### config.mk
export PLATFORM = sky130hd
export DESIGN_NAME = clk_mode_ctrl
export DESIGN_NICKNAME = d
export VERILOG_FILES = /design/src/design/clk_mode_pkg.sv /design/src/design/clk_mode_ctrl.sv
export SDC_FILE = /design/constraint.sdc
export NUM_CORES = 1
export LEC_CHECK = 0
export BUFFER_PORTS_ARGS = -buffer_cell sky130_fd_sc_hd__buf_2
export CELL_PAD_IN_SITES_DETAIL_PLACEMENT = 1
export CELL_PAD_IN_SITES_GLOBAL_PLACEMENT = 1
export CORE_UTILIZATION = 40
export DETAILED_ROUTE_END_ITERATION = 8
export PLACE_DENSITY_LB_ADDON = 0.1
export SLEW_MARGIN = 30
export SYNTH_ARGS = -nofsm -noshare
export SYNTH_HDL_FRONTEND = slang
export SYNTH_SLANG_ARGS = --single-unit
### constraint.sdc
create_clock -name ref_clk -period 1.1 [get_ports ref_clk]
set_input_delay 0.11 -clock ref_clk [delete_from_list [all_inputs] [get_ports ref_clk]]
set_output_delay 0.11 -clock ref_clk [all_outputs]
set_load 0.03 [all_outputs]
### src/design/clk_mode_pkg.sv
// Overview of operation
// RL1: System clock takes divided high-speed clock for codes 000-110, low-speed for 111.
// RL2: High-speed clock comes from external crystal or internal RC per source bit.
// RL3: Low-speed clock comes from external crystal or internal RC per source bit.
// RL4: Fast mode divides the high-speed clock by 1 to 64 per select field.
// RL5: Going to low-speed, high-speed oscillator stops or runs per its enable bit.
// RL6: CPU running with codes 000-110 is fast mode, all clocks active.
// RL7: CPU running with code 111 is slow mode, high-speed follows its enable.
// RL8: Halt with both keep bits low is sleep; CPU, system, hs, ls clocks stop.
// RL9: Internal low-speed RC clock runs in every mode, sleep included.
// RL10: Halt with only ls keep bit set is idle 0; system clock only for 111.
// RL11: Halt with both keep bits set is idle 1; all clocks keep running. The code stops the CPU clock in this mode.
// RL12: Halt with only hs keep bit set is idle 2; system clock only for 000-110.
// RL13: Codes map 000 undivided, 001-110 divide by 2..64, 111 low-speed.
// RL14: High-speed source bit 0 picks internal RC, 1 picks external crystal.
// RL15: Low-speed source bit 0 picks internal RC, 1 picks external crystal.
// RL16: Source and ratio switching is glitch-free, no runt pulses. The code drops sys_clk on a select change, cutting a high pulse short.
package clk_mode_pkg;

    localparam logic [2:0] SEL_UNDIVIDED = 3'h0;
    localparam logic [2:0] SEL_LOW_SPEED = 3'h7;
    localparam int DIV_WIDTH = 6;
    localparam logic [2:0] SEL_RESET = 3'h0;

    typedef enum logic [2:0] {
        MODE_FAST,
        MODE_SLOW,
        MODE_SLEEP,
        MODE_IDLE_LS_ONLY,
        MODE_IDLE_BOTH_CLKS,
        MODE_IDLE_HS_ONLY
    } op_mode_type;

    typedef struct packed {
        logic [2:0] sys_clk_select;
        logic hs_source_select;
        logic ls_source_select;
        logic hs_keep_in_halt;
        logic ls_keep_in_halt;
        logic hs_osc_enable;
    } sys_clk_ctrl_type;

    typedef struct packed {
        logic cpu_clk_en;
        logic sys_clk_en;
        logic hs_clk_en;
        logic ls_clk_en;
        logic int_ls_rc_osc_clk_en;
    } clk_status_type;

endpackage

### src/design/clk_mode_ctrl.sv
`timescale 1ns/1ps
`default_nettype none
// Clock selection and operating mode control, all on ref_clk. The oscillator
// inputs are sampled as levels, so output clocks are enables-driven levels.
module clk_mode_ctrl (
    input wire logic ref_clk, // System reference clock, 100 MHz.
    input wire logic rstn, // Asynchronous active-low reset.
    input wire clk_mode_pkg::sys_clk_ctrl_type sys_clk_ctrl_reg, // Control bits.
    input wire logic halt_req, // CPU halt request, level.
    input wire logic wake_req, // Wake request, level.
    input wire logic ext_hs_crystal_osc, // Raw external high-speed crystal clock.
    input wire logic int_hs_rc_osc, // Raw internal high-speed RC clock.
    input wire logic ext_ls_crystal_osc, // Raw external low-speed crystal clock.
    input wire logic int_ls_rc_osc, // Raw internal low-speed RC clock.
    output logic sys_clk, // System clock level.
    output logic hs_clk, // High-speed clock for peripherals.
    output logic ls_clk, // Low-speed clock for peripherals.
    output logic int_ls_rc_clk, // Watchdog clock, always running.
    output var clk_mode_pkg::op_mode_type op_mode, // Current operating mode.
    output var clk_mode_pkg::clk_status_type clk_status // Clock enables.
);

    // Reset synchroniser.
    logic [1:0] rst_sync_q;
    always_ff @(posedge ref_clk or negedge rstn)
    begin
        if (!rstn)
            rst_sync_q <= 2'h0;
        else
            rst_sync_q <= {rst_sync_q[0], 1'b1};
    end
    logic rst_n;
    assign rst_n = rst_sync_q[1];

    // Two-flop synchronisers for all pin inputs.
    logic [4:0] raw_in;
    logic [4:0] meta_q;
    logic [4:0] sync_q;
    assign raw_in = {halt_req, ext_hs_crystal_osc, int_hs_rc_osc,
                     ext_ls_crystal_osc, int_ls_rc_osc};
    always_ff @(posedge ref_clk or negedge rst_n)
    begin
        if (!rst_n)
        begin
            meta_q <= 5'h00;
            sync_q <= 5'h00;
        end
        else
        begin
            meta_q <= raw_in;
            sync_q <= meta_q;
        end
    end
    logic wake_meta_q;
    logic wake_sync_q;
    always_ff @(posedge ref_clk or negedge rst_n)
    begin
        if (!rst_n)
        begin
            wake_meta_q <= 1'b0;
            wake_sync_q <= 1'b0;
        end
        else
        begin
            wake_meta_q <= wake_req;
            wake_sync_q <= wake_meta_q;
        end
    end
    logic halt_s;
    logic hxt_s;
    logic int_hs_rc_osc_s;
    logic lxt_s;
    logic int_ls_rc_osc_s;
    assign {halt_s, hxt_s, int_hs_rc_osc_s, lxt_s, int_ls_rc_osc_s} = sync_q;

    // Source selection for the high- and low-speed clocks. A new source bit
    // is adopted only while both candidate sources are low, so a change of
    // source never cuts a pulse short on the divider input or on sys_clk.
    logic hs_sel_q;
    logic hs_sel_d;
    logic ls_sel_q;
    logic ls_sel_d;
    logic hs_src;
    logic ls_src;
    always_comb
    begin
        hs_sel_d = hs_sel_q;
        ls_sel_d = ls_sel_q;
        // RL16 source change when low
        if (!hxt_s && !int_hs_rc_osc_s)
            hs_sel_d = sys_clk_ctrl_reg.hs_source_select;
        if (!lxt_s && !int_ls_rc_osc_s)
            ls_sel_d = sys_clk_ctrl_reg.ls_source_select;
        // RL2 RL14 high-speed source
        hs_src = hs_sel_q ? hxt_s : int_hs_rc_osc_s;
        // RL3 RL15 low-speed source
        ls_src = ls_sel_q ? lxt_s : int_ls_rc_osc_s;
    end

    // Active source bits, internal RC oscillators after reset.
    always_ff @(posedge ref_clk or negedge rst_n)
    begin
        if (!rst_n)
        begin
            hs_sel_q <= 1'b0;
            ls_sel_q <= 1'b0;
        end
        else
        begin
            hs_sel_q <= hs_sel_d;
            ls_sel_q <= ls_sel_d;
        end
    end

    // Operating mode state.
    clk_mode_pkg::op_mode_type mode_q;
    clk_mode_pkg::op_mode_type mode_d;
    logic running;
    assign running = (mode_q == clk_mode_pkg::MODE_FAST) || (mode_q == clk_mode_pkg::MODE_SLOW);
    always_comb
    begin
        mode_d = mode_q;
        // RL6 RL7 running mode from select code
        if (running || wake_sync_q)
        begin
            if (sys_clk_ctrl_reg.sys_clk_select == clk_mode_pkg::SEL_LOW_SPEED)
                mode_d = clk_mode_pkg::MODE_SLOW;
            else
                mode_d = clk_mode_pkg::MODE_FAST;
        end
        // RL8 RL10 RL11 RL12 halt mode choice
        if (running && halt_s && !wake_sync_q)
        begin
            case ({sys_clk_ctrl_reg.hs_keep_in_halt, sys_clk_ctrl_reg.ls_keep_in_halt})
                2'b00: mode_d = clk_mode_pkg::MODE_SLEEP;
                2'b01: mode_d = clk_mode_pkg::MODE_IDLE_LS_ONLY;
                2'b11: mode_d = clk_mode_pkg::MODE_IDLE_BOTH_CLKS;
                2'b10: mode_d = clk_mode_pkg::MODE_IDLE_HS_ONLY;
                default: mode_d = clk_mode_pkg::MODE_SLEEP;
            endcase
        end
    end
    always_ff @(posedge ref_clk or negedge rst_n)
    begin
        if (!rst_n)
            mode_q <= clk_mode_pkg::MODE_FAST;
        else
            mode_q <= mode_d;
    end

    // Clock enables per mode.
    clk_mode_pkg::clk_status_type en_d;
    logic sel_ls;
    assign sel_ls = sys_clk_ctrl_reg.sys_clk_select == clk_mode_pkg::SEL_LOW_SPEED;
    always_comb
    begin
        en_d = '0;
        // RL9 watchdog clock always on
        en_d.int_ls_rc_osc_clk_en = 1'b1;
        case (mode_q)
            clk_mode_pkg::MODE_FAST:
            begin
                en_d.cpu_clk_en = 1'b1;
                en_d.sys_clk_en = 1'b1;
                en_d.hs_clk_en = 1'b1;
                en_d.ls_clk_en = 1'b1;
            end
            clk_mode_pkg::MODE_SLOW:
            begin
                en_d.cpu_clk_en = 1'b1;
                en_d.sys_clk_en = 1'b1;
                // RL5 RL7 hs follows enable
                en_d.hs_clk_en = sys_clk_ctrl_reg.hs_osc_enable;
                en_d.ls_clk_en = 1'b1;
            end
            clk_mode_pkg::MODE_IDLE_LS_ONLY:
            begin
                // RL10 system clock only for low-speed
                en_d.sys_clk_en = sel_ls;
                en_d.ls_clk_en = 1'b1;
            end
            clk_mode_pkg::MODE_IDLE_BOTH_CLKS:
            begin
                // RL11 system, hs, ls clocks kept, CPU clock stopped
                en_d.sys_clk_en = 1'b1;
                en_d.hs_clk_en = 1'b1;
                en_d.ls_clk_en = 1'b1;
            end
            clk_mode_pkg::MODE_IDLE_HS_ONLY:
            begin
                // RL12 system clock only for high-speed
                en_d.sys_clk_en = !sel_ls;
                en_d.hs_clk_en = 1'b1;
            end
            // RL8 sleep stops all but watchdog clock
            default: en_d.int_ls_rc_osc_clk_en = 1'b1;
        endcase
    end

    // High-speed divider counts rising edges of the high-speed source.
    logic hs_prev_q;
    logic [clk_mode_pkg::DIV_WIDTH-1:0] div_q;
    logic [clk_mode_pkg::DIV_WIDTH-1:0] div_d;
    logic hs_rise;
    assign hs_rise = hs_src && !hs_prev_q;
    always_comb
    begin
        div_d = div_q;
        if (hs_rise)
            div_d = div_q + 6'h01;
    end
    always_ff @(posedge ref_clk or negedge rst_n)
    begin
        if (!rst_n)
        begin
            hs_prev_q <= 1'b0;
            div_q <= 6'h00;
        end
        else
        begin
            hs_prev_q <= hs_src;
            div_q <= div_d;
        end
    end

    // Candidate system clock from the select field.
    logic cand_clk;
    logic [2:0] sel;
    assign sel = sys_clk_ctrl_reg.sys_clk_select;
    always_comb
    begin
        // RL1 RL4 RL13 select and divide
        if (sel == clk_mode_pkg::SEL_LOW_SPEED)
            cand_clk = ls_src;
        else if (sel == clk_mode_pkg::SEL_UNDIVIDED)
            cand_clk = hs_src;
        else
            cand_clk = div_q[sel - 3'h1];
    end

    // Clock switch: a new selection is adopted only while both the
    // old and the new clock are low; sys_clk is held low from the select change, so a high pulse in progress is cut short.
    logic [2:0] act_sel_q;
    logic [2:0] act_sel_d;
    logic cur_clk;
    always_comb
    begin
        if (act_sel_q == clk_mode_pkg::SEL_LOW_SPEED)
            cur_clk = ls_src;
        else if (act_sel_q == clk_mode_pkg::SEL_UNDIVIDED)
            cur_clk = hs_src;
        else
            cur_clk = div_q[act_sel_q - 3'h1];
        act_sel_d = act_sel_q;
        // RL16 switch only when both low
        if (sel != act_sel_q && !cur_clk && !cand_clk)
            act_sel_d = sel;
    end
    always_ff @(posedge ref_clk or negedge rst_n)
    begin
        if (!rst_n)
            act_sel_q <= clk_mode_pkg::SEL_RESET;
        else
            act_sel_q <= act_sel_d;
    end

    // Output registers.
    always_ff @(posedge ref_clk or negedge rst_n)
    begin
        if (!rst_n)
        begin
            sys_clk <= 1'b0;
            hs_clk <= 1'b0;
            ls_clk <= 1'b0;
            int_ls_rc_clk <= 1'b0;
            op_mode <= clk_mode_pkg::MODE_FAST;
            clk_status <= '0;
        end
        else
        begin
            sys_clk <= cur_clk && en_d.sys_clk_en && (act_sel_q == sel);
            hs_clk <= hs_src && en_d.hs_clk_en;
            ls_clk <= ls_src && en_d.ls_clk_en;
            int_ls_rc_clk <= int_ls_rc_osc_s;
            op_mode <= mode_q;
            clk_status <= en_d;
        end
    end

    // RL9 watchdog clock enabled
    a_int_ls_rc_osc_always_on: assert property (@(posedge ref_clk) disable iff (!rst_n) // RL9
        $past(rst_n) |-> clk_status.int_ls_rc_osc_clk_en && int_ls_rc_clk == $past(int_ls_rc_osc_s))
        else $error("watchdog clock disabled");
    // RL8 sleep stops clocks
    a_sleep_clocks_off: assert property (@(posedge ref_clk) disable iff (!rst_n) // RL8
        mode_q == clk_mode_pkg::MODE_SLEEP |=> !clk_status.sys_clk_en && !clk_status.hs_clk_en
        && !clk_status.ls_clk_en && !sys_clk) else $error("sleep clocks on");
    // RL11 idle one keeps clocks
    a_idle_both_on: assert property (@(posedge ref_clk) disable iff (!rst_n) // RL11
        mode_q == clk_mode_pkg::MODE_IDLE_BOTH_CLKS |=> clk_status.hs_clk_en
        && clk_status.ls_clk_en && !clk_status.cpu_clk_en) else $error("idle_both_clks enables");
    // RL10 idle zero system clock
    a_idle_ls_sys: assert property (@(posedge ref_clk) disable iff (!rst_n) // RL10
        mode_q == clk_mode_pkg::MODE_IDLE_LS_ONLY && !sel_ls |=> !clk_status.sys_clk_en
        && !clk_status.hs_clk_en) else $error("idle_ls_only system clock on");
    // RL12 idle two system clock
    a_idle_hs_sys: assert property (@(posedge ref_clk) disable iff (!rst_n) // RL12
        mode_q == clk_mode_pkg::MODE_IDLE_HS_ONLY && sel_ls |=> !clk_status.sys_clk_en
        && !clk_status.ls_clk_en) else $error("idle_hs_only system clock on");
    // RL8 halt entry sleep
    a_halt_to_sleep: assert property (@(posedge ref_clk) disable iff (!rst_n) // RL8
        running && halt_s && !wake_sync_q && !sys_clk_ctrl_reg.hs_keep_in_halt
        && !sys_clk_ctrl_reg.ls_keep_in_halt |=> mode_q == clk_mode_pkg::MODE_SLEEP)
        else $error("halt did not sleep");
    // RL6 fast mode select
    a_fast_mode_sel: assert property (@(posedge ref_clk) disable iff (!rst_n) // RL6
        running && !halt_s && !sel_ls |=> mode_q == clk_mode_pkg::MODE_FAST)
        else $error("fast mode not taken");
    // RL16 select adopted only when both low
    a_switch_both_low: assert property (@(posedge ref_clk) disable iff (!rst_n) // RL16
        act_sel_q != $past(act_sel_q) |-> !$past(cur_clk) && !$past(cand_clk))
        else $error("switch while high");
    // RL16 source change while low
    a_src_switch_low: assert property (@(posedge ref_clk) disable iff (!rst_n) // RL16
        hs_sel_q != $past(hs_sel_q) |-> !$past(hxt_s) && !$past(int_hs_rc_osc_s))
        else $error("source switch while high");
    // RL5 slow hs follows enable
    a_slow_hs_enable: assert property (@(posedge ref_clk) disable iff (!rst_n) // RL5
        mode_q == clk_mode_pkg::MODE_SLOW |=> clk_status.hs_clk_en
        == $past(sys_clk_ctrl_reg.hs_osc_enable)) else $error("slow hs enable wrong");

endmodule // clk_mode_ctrl
`default_nettype wire

* Yosys cells after proc, flatten, opt, wreduce, memory -nomap -nowiden *
Cells that the tools add are included.

operators by class
  add/sub/neg operators = 3
  order comparisons = 2
  equal/unequal tests = 11
  mux-type cells = 18
  reductions and logical operators = 31

operator list
  cell                                                                   count
  3-bit equality test, second input constant                             4
  3-bit one-hot mux with 4 select lines                                  1
  1-bit logical AND                                                      11
  1-bit 2-to-1 mux                                                       11
  1-bit zero test                                                        9
  3-bit zero test                                                        3
  3-bit by 4-bit < comparator with 1-bit output, second input constant   2
  6-bit by 1-bit adder with 6-bit output, second input constant          1
  1-bit binary-select mux with 3-bit select                              2
  3-bit 2-to-1 mux                                                       2
  3-bit OR reduction                                                     2
  3-bit by 1-bit subtractor with 3-bit output, second input constant     2
  2-bit equality test, second input constant                             2
  4-bit OR reduction                                                     1
  3-bit by 1-bit equality test with 1-bit output, second input constant  1
  3-bit by 2-bit equality test with 1-bit output, second input constant  1
  3-bit equality test                                                    1
  3-bit != test                                                          1
  1-bit one-hot mux with 3 select lines                                  1
  2-bit by 1-bit equality test with 1-bit output, second input constant  1
  2-bit zero test                                                        1
  1-bit logical OR                                                       2
  1-bit one-hot mux with 2 select lines                                  1
  2-bit nonzero test                                                     1
  2-bit OR reduction                                                     1

word-level totals
  register bits after elaboration = 41
  input port bits = 16
  output and inout port bits = 12
  word-level logic and storage cells = 86

* Depth between registers and ports, before layout *
Gate-level depths: netlist (run 1).

  depth after elaboration = 8
  gate-level depth with buffers = 7
  depth with buffers taken out = 7

* Least setup slack after synthesis (run 1) *
OpenSTA, ideal clock, no wires.

  path type = register to register
  start point = register act_sel_q[0]
  end point = register act_sel_q[2]
  library setup time = 125 ps
  arrival = 1710 ps
  data required time = 975 ps
  setup slack = -735 ps
  cell stages (with the launch flop) = 8
  buffers on the path = 0
  period minus slack after synthesis = 1835 ps
  path through = dfrtp_1 > inv_1 > ha_1 > inv_1 > o21bai_1 > a32oi_1 > o221ai_2 > mux2_4

on the way
  cells in the longest elaborated chain, start to end = 8
  elaborated cells between the ends (all ways) = 11
  those cells by class = 1 x add/sub; 2 x eq/ne; 4 x mux; 4 x reduce/logical

RTL lines
  what                                         line                  text
  start: declaration                           clk_mode_ctrl.sv:243  logic [2:0] act_sel_q;
  start signal: assignment                     clk_mode_ctrl.sv:262  act_sel_q <= clk_mode_pkg::SEL_RESET;
  start signal: assignment                     clk_mode_ctrl.sv:264  act_sel_q <= act_sel_d;
  3-bit by 1-bit subtractor with 3-bit output  clk_mode_ctrl.sv:253  cur_clk = div_q[act_sel_q - 3'h1];
  1-bit binary-select mux with 3-bit select    clk_mode_ctrl.sv:253
  1-bit 2-to-1 mux (not written as such)       clk_mode_ctrl.sv:253
  1-bit 2-to-1 mux                             clk_mode_ctrl.sv:250  else if (act_sel_q == clk_mode_pkg::SEL_UNDIVIDED)
  1-bit 2-to-1 mux                             clk_mode_ctrl.sv:248  if (act_sel_q == clk_mode_pkg::SEL_LOW_SPEED)
  1-bit zero test                              clk_mode_ctrl.sv:256  if (sel != act_sel_q && !cur_clk && !cand_clk)
  1-bit logical AND * (2 in series)            clk_mode_ctrl.sv:256

Mark *: on every way between the ends. The rest lies on a longest branch, timed or not. The select of a mux whose other input is x is not followed.
A chain may end at the register's enable or synchronous reset.

* Final worst setup path (run 1) *
  start point = register act_sel_q[0]
  end point = register act_sel_q[0]

Same word-level chain as after synthesis.

==> key figures, run 1 <==
Die
  • IO Pins: 28
  • Full die area: 0.004667 mm²
  • Die X: 68.32 µm
  • Starting Density: a little over two fifths
  • Core Footprint: between 0.004 and 0.005 mm²
  • Std-Cell Rows: 23
  • Die Ht: slightly below 70 µm

Routing
  • Wire per inst: 17.87 µm
  • Post-route ant nets: 0
  • Initial DRC count: 37
  • Routed wire length: 4683 µm
  • DRC violations left: 0
  • TritonRoute pass-1 iters: 4
  • Routed via count: between 1000 and 1500
  • Vias per inst: 5.073

Place
  • Dpl hpwl: 3100 µm
  • Dpl cells: 241
  • GPL Wtd Cong: 0.8514
  • PortBufs: 27

Critical path
  • Worst Setup SP: act_sel_q[0]
  • Setup CP Type: reg -> reg
  • Crit path DAT: 2.08 ns
  • Required @ worst endpoint: approximately 1.3 ns
  • Crit Path Max Fanout: 4
  • R2R Path Start: act_sel_q[0]
  • Critical Path Source Type: flip-flop
  • Critical Path Sink Type: flip-flop

Power and ir drop
  • Pleak: 1.240 nW
  • Tot Pwr: 6.237 mW
  • PD cells: 2419 mW/mm²
  • Worst vdd ir: between 1 and 1.5 mV

Global route
  • Vias in the first global route: 1463
  • Largest net degree at the start of global routing: 21
  • First-pass GRT wire length: 7196 µm
  • Initial antenna violation count: 0
  • Total grt overflow: 0
  • GRT Total Usage: between 20% and 30%

Finish
  • Non-Filler Instances: 262
  • Layout Nets: 238
  • Most common cell after layout, fill and taps aside: dfrtp_1
  • Number of diodes: 0
  • Fill count: between 400 and 500
  • Fraction of layout cells with a size suffix above 1: 48.58%
  • Synthesis-to-layout area growth: 46.59%
  • Most frequent cells in the layout: 38 x dfrtp_1, 29 x buf_4, 27 x buf_2

CTS
  • TritonCTS buffer count: 5
  • H-tree Lvls: 2
  • CTS tree: yes
  • Clk sink count: 41
  • Clk_lat worst skew: 0.29 ns
  • CTS root buffer: clkbuf_8
  • Clk slew on worst S/H paths: around 0.08 ns
  • CTS Buffer Depth: 2

STA
  • Fin Setup TNS: -5.074 ns
  • Final Hold Fails: 0
  • RSZ-0062 raised after global routing: yes
  • Final Critical Period: 1.869 ns
  • Endpoints failing setup: 11
  • Layout Skew: 0.003876 ns
  • Post-route clock period utilization: 169.9%
  • Max Fclk: 535.0 MHz
  • Setup ws final: -0.7690 ns
  • Final Max Tran Viols: 0

Hold path
  • Hold Path Class: in -> reg
  • Hold Startpoint: sys_clk_ctrl_reg[4]

Synth
  • Ys Warns: 0
  • Yosys cell types: 32
  • FF+latch count, synth: slightly above 40
  • Post-Syn Area: 0.001759 mm²
  • Post-Syn Instances: 137
  • Mean Syn Cell Area: 12.84 µm²
  • Register area share after synthesis: 58.32%

Run status
  • Outcome: finished, violations left
  • Failing checks: setup timing

Run
  • # Max-Cap Violations: 0
-- path summary, 6_finish.rpt --
check / to / cells after the start / slack [ns]
worst max-delay path: act_sel_q[0] / 8 / -0.77
worst min-delay path: hs_sel_q / 2 / 0.07
worst max register to register: act_sel_q[0] / 8 / -0.77
worst min register to register: wake_meta_q / 1 / 0.25
max in group asynchronous: act_sel_q[0] / 1 / 0.61
min in group asynchronous: rst_sync_q[0] / 2 / 0.14
-- power breakdown --
part,total (mW),internal (mW),switching [mW]
clock network,1.47,0.914,0.557
logic,2.73,1.45,1.28
registers,2.04,1.77,0.263
total,6.24,4.13,2.10
-- through the flow --
step                setup slack [ns]  hold WS, ns  instance area, µm²  utilization, %
finish                       -0.7690      0.06607                2579           62.66
global route                 -0.8189      0.06036                2579           62.66
detailed placement           -0.7678      -0.1022                2166           52.63
CTS                          -0.7658      0.04503                2477           60.20
floorplan                    -0.6207      -0.1856                1784               -
global placement             -0.6003      -0.1060                2166           52.63
-- cells by family after synthesis --
kind of cell,share of synthesized area [%]
xor gates and xnor gates,3.983
buffers and inverters,4.267
muxes,10.10
and+or+nand+nor,7.611
DFF,58.32
AOI/OAI and AO/OA,7.681
other,0.2132
adders and majority gates,7.823
-- area by class of cell --
| cell class | instances | area (µm²) | area share (%) |
|---|---|---|---|
| multi-input cells | 82 | 803.3 | 31.15 |
| flip-flops and latches | 41 | 1030 | 39.93 |
| well taps | 50 | 62.56 | 2.426 |
| clock buffers | 5 | 68.82 | 2.669 |
| clock inverters | 3 | 68.82 | 2.669 |
| inverters | 13 | 53.80 | 2.086 |
| repair buffers | 68 | 491.7 | 19.07 |
-- routing by layer --
layer	vias to the layer above	GRT usage, %	wire (µm)	part of all wire [%]
li1	605	-	-	-
met1	683	23.89	1783	38
met2	31	42.28	2673	57
met3	10	5.333	139	3.0
met4	0	8.594	86	1.8
met5	-	0	0	0
-- worst max-delay path, stage by stage, from the launching register on --
cell      delay [ns]
dfrtp_2         0.43
inv_4           0.07
ha_4            0.29
inv_4           0.04
o21bai_4        0.14
a32oi_2         0.15
o221ai_2        0.27
buf_4           0.19
mux2i_1         0.21
-- sequential cells by signal, summed over array words and instances (netlist names), 2 cells and up --
signal	count
clk_status	5
div_q	6
meta_q	5
act_sel_q	3
sync_q	5
rst_sync_q	2
op_mode	3
mode_q	3
-- Yosys cell counts (all sizes together) --
cell type	instances	share of area, %
xnor2	3	1.5
a21oi	8	2.5
o21bai	2	0.85
a32oi	2	1.0
a31oi	1	0.36
o211ai	2	0.85
nor3	4	1.1
nand2	3	0.64
xor2	5	2.5
o21ai	2	0.57
and4	1	0.50
and2	1	0.36
nor2	10	2.3
dfrtp	41	58
mux2i	8	4.8
buf	2	1.5
and3	1	0.36
nor2b	4	1.4
o22ai	2	0.71
conb	1	0.21
mux2	4	2.8
nand3	2	0.57
o221ai	1	0.85
inv	13	2.8
nand4	1	0.36
mux4	2	2.6
ha	11	7.8
-- repair_timing --
item	4_1_cts	5_1_grt
endpoints found under the setup margin	11	13
endpoints found under the hold margin	8	0
hold buffers	7	0
buffers inserted	5	1
gates resized for setup	16	19
pin swaps	9	5
Power figures use the tool's default switching activity.
==> run 2, diff against run 1 <==
- CORE_UTILIZATION: 40 -> 44
- SETUP_SLACK_MARGIN: default -> 0.4
- clock period: 1.1 -> 2.05 ns (I/O delays scaled with it)
==> run 2 against run 1 <==
The flow now finishes without violations. First-iteration DRC count down 24%. Final area decreased by 16%. Routed wire length down 28%. Register-to-register slack gained 1.0 ns. Sequential power down 46%. Power shrank 57%. Non-clock buffer count decreased by 31. Fmax grew 3.1%. Clock power fell by 68%. Critical path depth down 2. Global-route usage down 3.7 points. Cell count fell by 13%.
==> key figures, run 2 (synthesis results as in run 1) <==
Power and ir drop
  • Worst vdd ir: 0.7967 mV (-45%)
  • Tot Pwr: 2.674 mW (-57%)
  • PD cells: 1242 mW/mm² (-49%)
  • Pleak: 1.019 nW (-18%)

STA
  • Final Hold Fails: 0 (unchanged)
  • Final Max Tran Viols: 0 (unchanged)
  • Setup ws final: 0.2373 ns (+1.006 ns)
  • Max Fclk: 551.6 MHz (+3.1%)
  • Layout Skew: 0.006729 ns (+0.002853 ns)
  • Fin Setup TNS: 0 ns (+5.074 ns)
  • RSZ-0062 raised after global routing: yes
  • Final Critical Period: 1.813 ns (-0.05628 ns)
  • Endpoints failing setup: 0 (-11)
  • Post-route clock period utilization: 88.43% (-81 points)
  • Min Hold Slack: 0.02460 ns (-0.04147 ns)

Hold path
  • Hold Path Class: reg -> async

Routing
  • Routed wire length: 3371 µm (-28%)
  • Wire per inst: 14.85 µm (-17%)
  • Vias per inst: 5.062 (-0.21%)
  • Routed via count: 1149 (-14%)
  • Initial DRC count: 28 (-24%)
  • Post-route ant nets: 0 (unchanged)
  • TritonRoute pass-1 iters: 4 (unchanged)
  • DRC violations left: 0 (unchanged)

Finish
  • Fill count: 407 (-4.2%)
  • Fraction of layout cells with a size suffix above 1: 34.64% (-14 points)
  • Most common cell after layout, fill and taps aside: dfrtp_1
  • Number of diodes: 0 (unchanged)
  • Multi-input gate area: 724.4 µm² (-9.8%)
  • Register area: 0.001027 mm² (-0.24%)
  • Layout Nets: 207 (-13%)
  • Number of flip-flops in the largest register: 6 (unchanged)
  • Most frequent cells in the layout: 40 x dfrtp_1, 27 x buf_2, 10 x inv_1
  • Synthesis-to-layout area growth: 22.40%
  • Biggest register: div_q

Place
  • PortBufs: 27 (unchanged)
  • Dpl hpwl: 2530 µm (-18%)
  • GPL Wtd Cong: 0.7519 (-12%)
  • DP Worst Slack: 0.1325 ns (+0.9004 ns)

CTS
  • TritonCTS buffer count: 5 (unchanged)
  • Clk slew on worst S/H paths: 0.07 ns (about the same)
  • Clk_lat worst skew: 0.28 ns (about the same)
  • Clk sink count: 41 (unchanged)
  • H-tree Lvls: 2 (unchanged)
  • CTS Buffer Depth: 2 (unchanged)
  • CTS root buffer: clkbuf_8
  • CTS tree: yes

Critical path
  • Required @ worst endpoint: 2.22 ns (+0.91 ns)
  • Crit Path Max Fanout: 3 (-1)
  • Critical Path Sink Type: flip-flop
  • Setup CP Type: reg -> reg
  • Critical-path top delay cell: dfrtp_2
  • Slowest Stage Delay on Critical Path: 0.44 ns (about the same)
  • Cell-by-cell trace of the critical path: inv_4, ha_4, mux4_2, nor2_4, o221ai_4, mux2_4
  • Crit path DAT: 1.99 ns (-0.09 ns)
  • Crit-path leading delay family: multiplexers
  • Critical Path Source Type: flip-flop
  • Worst Path Buf+Inv: 1 (-2)

Die
  • Core Footprint: 0.003744 mm² (-9.0%)
  • Std-Cell Rows: 22 (-4.3%)
  • Starting Density: 46.99% (+4.2 points)
  • Die X: 65.23 µm (-4.5%)
  • Full die area: 0.004255 mm² (-8.8%)
  • IO Pins: 28 (unchanged)
  • Die Ht: 65.23 µm (-4.5%)

Run
  • # Max-Cap Violations: 0 (unchanged)

Run status
  • Outcome: finished clean

Global route
  • Vias in the first global route: 1270 (-13%)
  • Initial antenna violation count: 0 (unchanged)
  • Largest net degree at the start of global routing: 39 (+86%)
  • First-pass GRT wire length: 5851 µm (-19%)
  • GRT Total Usage: 18.75% (-3.7 points)
  • Total grt overflow: 0 (unchanged)
run 2: path summary, 6_finish.rpt:
kind	start	endpoint	slack, ns	depth (start not counted)
worst min register to register	rst_sync_q[1]	clk_status[0]	0.02	0
worst max register to register	act_sel_q[0]	act_sel_q[2]	0.24	6
min in group ref_clk	ext_ls_crystal_osc	meta_q[1]	0.03	1
max in group asynchronous	rst_sync_q[1]	act_sel_q[0]	1.37	1
worst max-delay path	act_sel_q[0]	act_sel_q[2]	0.24	6
worst min-delay path	rst_sync_q[1]	clk_status[0]	0.02	0
run 2: layout make-up:
type | instances | share of cell area (%)
Clock buffer | 5 | 3.196
Clock inverter | 1 | 0.2324
Inverter | 13 | 2.382
Multi-Input combinational cell | 82 | 33.64
Sequential cell | 41 | 47.70
Tap cell | 48 | 2.789
Timing Repair Buffer | 37 | 10.05
run 2: worst register-to-register path, delay by kind of cell, from the launching register on:
family / cells / cell delay, ns
compound gates: 1 / 0.15
fa+ha+maj: 1 / 0.21
buf+inv: 1 / 0.10
flops: 1 / 0.44
mux: 2 / 0.65
simple gates: 1 / 0.15
run 2: what timing repair did:
| action | 4_1_cts | 5_1_grt |
|---|---|---|
| hold endpoints to repair | 2 | 0 |
| endpoints found under the setup margin | 4 | 5 |
| hold buffers | 1 | 0 |
| setup buffers | 7 | 1 |
| gates resized for setup | 9 | 4 |
| pin swaps | 4 | 2 |
run 2: power by group:
part / internal, mW / leakage [nW] / total (mW) / switching (mW)
clock network: 0.224 / 0.0399 / 0.464 / 0.240
logic: 0.571 / 0.492 / 1.11 / 0.534
registers: 0.951 / 0.488 / 1.11 / 0.155
total: 1.75 / 1.02 / 2.67 / 0.929
run 2: metal layers:
layer	wire, µm	global-route usage (%)	part of all wire [%]	vias up
met1	1452	22.67	43	578
met2	1746	32.09	52	25
met3	125	4.340	3.7	4
met4	46	7.609	1.4	0
met5	0	0	0	-
li1	-	-	-	542
run 2: per-stage QoR:
stage / utilization [%] / std cells / cell area (µm²)
detailed placement: 52.17 / 212 / 1953
global placement: 52.17 / 212 / 1953
finish: 57.52 / 227 / 2153
CTS: 56.55 / 226 / 2117
floorplan: - / 138 / 1777
global route: 57.52 / 227 / 2153
==> run 3, diff against run 2 <==
- ABC_AREA: default -> 1
- CORE_UTILIZATION: 44 -> 43
- clock period: 2.05 -> 2 ns (I/O delays scaled with it)
==> run 3 against run 2 <==
Clock skew fell by 0.00056 ns. Hold slack got worse by 0.016 ns. Area after synthesis increased by 4.3%. Highest routed layer unchanged. Die area up 6.5%. Global-route usage rose by 1.1 points. Synthesized cell count up 32%. Critical path depth up 5. Routed wire length rose by 15%. Register-to-register slack improved by 0.16 ns. Worst setup slack improved by 0.16 ns. First-iteration DRC count up 96%. Utilization decreased by 1.5 points.
==> key figures, run 3 <==
Finish
  • Most common cell after layout, fill and taps aside: dfrtp_1
  • Most frequent cells in the layout: 40 x dfrtp_1, 35 x nand2_1, 27 x buf_2
  • Fraction of layout cells with a size suffix above 1: 25.66% (-9.0 points)
  • Synthesis-to-layout area growth: 24.01%
  • Number of flip-flops in the largest register: 6 (unchanged)
  • Layout Nets: 252 (+22%)
  • Number of diodes: 0 (unchanged)
  • Biggest register: div_q
  • Final Cell Area: 0.002275 mm² (+5.6%)

STA
  • Post-route clock period utilization: 80.37% (-8.1 points)
  • Max Fclk: 622.1 MHz (+13%)
  • Final Hold Fails: 0 (unchanged)
  • Fin Setup TNS: 0 ns (unchanged)
  • Final Critical Period: 1.607 ns (-0.2054 ns)
  • Layout Skew: 0.006168 ns (-0.0005616 ns)
  • Setup ws final: 0.3926 ns (+0.1554 ns)
  • Min Hold Slack: 0.008277 ns (-0.01632 ns)
  • RSZ-0062 raised after global routing: yes
  • Endpoints failing setup: 0 (unchanged)
  • Final Max Tran Viols: 0 (unchanged)

Power and ir drop
  • Worst vdd ir: 0.5563 mV (-30%)
  • Pleak: 1.162 nW (+14%)
  • PD cells: 1310 mW/mm² (+5.5%)
  • Tot Pwr: 2.980 mW (+11%)

Critical path
  • Critical Path Source Type: flip-flop
  • Setup CP Type: reg -> reg
  • Cell mode on critical path: nand2_1
  • Crit path DAT: 1.80 ns (-0.19 ns)
  • Critical Path Sink Type: flip-flop
  • Cell-by-cell trace of the critical path: inv_4, ha_4, nand2_1, nand3_1, nor2_1, nor2_2, nand2_2, a21oi_4, nand2_2, nand2_1, nand2_1
  • Slowest Stage Delay on Critical Path: 0.44 ns (about the same)
  • Crit-path leading delay family: simple AND/OR/NAND/NOR gates
  • Worst Path Buf+Inv: 1 (unchanged)
  • Critical-path top delay cell: dfrtp_2
  • Required @ worst endpoint: 2.19 ns (-0.03 ns)
  • Crit Path Max Fanout: 5 (+2)

Routing
  • Wire per inst: 14.00 µm (-5.7%)
  • Post-route ant nets: 0 (unchanged)
  • DRC violations left: 0 (unchanged)
  • Vias per inst: 4.822 (-4.7%)
  • Routed via count: 1331 (+16%)
  • Routed wire length: 3865 µm (+15%)
  • Initial DRC count: 55 (+96%)
  • TritonRoute pass-1 iters: 4 (unchanged)

Die
  • IO Pins: 28 (unchanged)
  • Std-Cell Rows: 23 (+4.5%)
  • Die X: 67.31 µm (+3.2%)
  • Starting Density: 45.21% (-1.8 points)
  • Full die area: 0.004531 mm² (+6.5%)
  • Die Ht: 67.31 µm (+3.2%)
  • Core Footprint: 0.004058 mm² (+8.4%)

Global route
  • Largest net degree at the start of global routing: 22 (-44%)
  • GRT Total Usage: 19.87% (+1.1 points)
  • Vias in the first global route: 1522 (+20%)
  • Total grt overflow: 0 (unchanged)
  • Initial antenna violation count: 0 (unchanged)
  • First-pass GRT wire length: 6513 µm (+11%)

Synth
  • Ys Warns: 0 (unchanged)
  • Register area share after synthesis: 55.93% (-2.4 points)
  • Top-area cell type share of the netlist area: 55.93% (-2.4 points)
  • Yosys cell types: 29 (-9.4%)
  • Count leader, synth: dfrtp_1
  • Top cells by area, synth: dfrtp_1 56%, ha_1 7.5%, nand2_1 7.2%
  • FF+latch count, synth: 41 (unchanged)
  • Post-Syn Area: 0.001834 mm² (+4.3%)
  • Commonest cells in the netlist: 41 x dfrtp_1, 35 x nand2_1, 23 x inv_1
  • Post-Syn Instances: 181 (+32%)
  • Ys flop type: dfrtp_1
  • Number of synthesized flops with an enable pin: 0 (unchanged)
  • Mean Syn Cell Area: 10.13 µm² (-21%)
  • Leading area contributor after synthesis: dfrtp_1
  • Post-synth ARST share: 100.0% (unchanged)

CTS
  • Clk slew on worst S/H paths: 0.08 ns (about the same)
  • CTS root buffer: clkbuf_8
  • H-tree Lvls: 2 (unchanged)
  • TritonCTS buffer count: 5 (unchanged)
  • Clk_lat worst skew: 0.30 ns (+0.02 ns)
  • Clk sink count: 41 (unchanged)
  • CTS Buffer Depth: 2 (unchanged)
  • CTS tree: yes

Place
  • Post-Place Cell Area: 0.002028 mm² (+3.8%)
  • PortBufs: 27 (unchanged)
  • GPL Wtd Cong: 0.7819 (+4.0%)
  • DP Worst Slack: 0.2422 ns (+0.1096 ns)
  • Dpl hpwl: 2836 µm (+12%)

Run status
  • Outcome: finished clean

Hold path
  • Hold Path Class: in -> reg

Run
  • # Max-Cap Violations: 0 (unchanged)
## run 3: metrics by stage
step                      std cells  util [%]
after global placement          259     49.98
after floorplan                 182         -
after detailed placement        259     49.98
after CTS                       273     54.76
after global routing            276     56.06
final                           276     56.06
## run 3: layer usage
layer / vias up / global-route usage [%] / share of wire (%)
li1: 646 / - / -
met1: 664 / 20.65 / 40
met2: 16 / 37.25 / 56
met3: 5 / 4.899 / 2.4
met4: 0 / 8.777 / 1.2
met5: - / 0 / 0
## run 3: worst register-to-register path, delay by kind of cell, from the launching register on
family                   cells  cell delay (ns)
AND/OR/NAND/NOR              8             0.61
flip-flops                   1             0.44
AO/OA/AOI/OAI                1             0.23
adder cells (fa/ha/maj)      1             0.14
buffers and inverters        1             0.10
## run 3: power breakdown
group / switching, mW / internal (mW)
registers: 0.121 / 0.979
logic: 0.641 / 0.431
clock network: 0.305 / 0.503
total: 1.07 / 1.91
## run 3: cell families (layout without fill, tap and decap cells)
kind of cell / count (synthesis) / after routing / synth area share (%)
compound gates: 14 / 14 / 6.411
xor+xnor: 8 / 8 / 3.820
fa+ha+maj: 11 / 11 / 7.503
buf+inv: 28 / 72 / 6.548
flops: 41 / 41 / 55.93
mux: 3 / 3 / 1.773
other cells: 1 / 2 / 0.2044
simple gates: 75 / 75 / 17.80
## run 3: layout make-up
cell class / count / area, µm²
timing repair buffer: 38 / 230.2
sequential: 41 / 1027
multi-input combinational: 113 / 716.9
inverter: 26 / 100.1
tap: 50 / 62.56
fill: 487 / 1783
clock buffer: 5 / 68.82
clock inverter: 3 / 68.82
## run 3: path summary, 6_finish.rpt
check,startpoint,endpoint,slack (ns),depth (start not counted)
worst max-delay path,act_sel_q[0],act_sel_q[0],0.39,11
worst min-delay path,ext_ls_crystal_osc,meta_q[1],0.008,1
worst max register to register,act_sel_q[0],act_sel_q[0],0.39,11
worst min register to register,rst_sync_q[1],meta_q[2],0.23,1
max in group asynchronous,rst_sync_q[1],act_sel_q[0],1.52,1
min in group asynchronous,rstn,rst_sync_q[0],0.20,2
## run 3: repair_timing
item,4_1_cts,5_1_grt
hold buffers,4,1
setup buffers,2,2
hold endpoints to repair,5,1
gates resized for setup,1,5
setup endpoints to repair,4,4
pin swaps,0,3
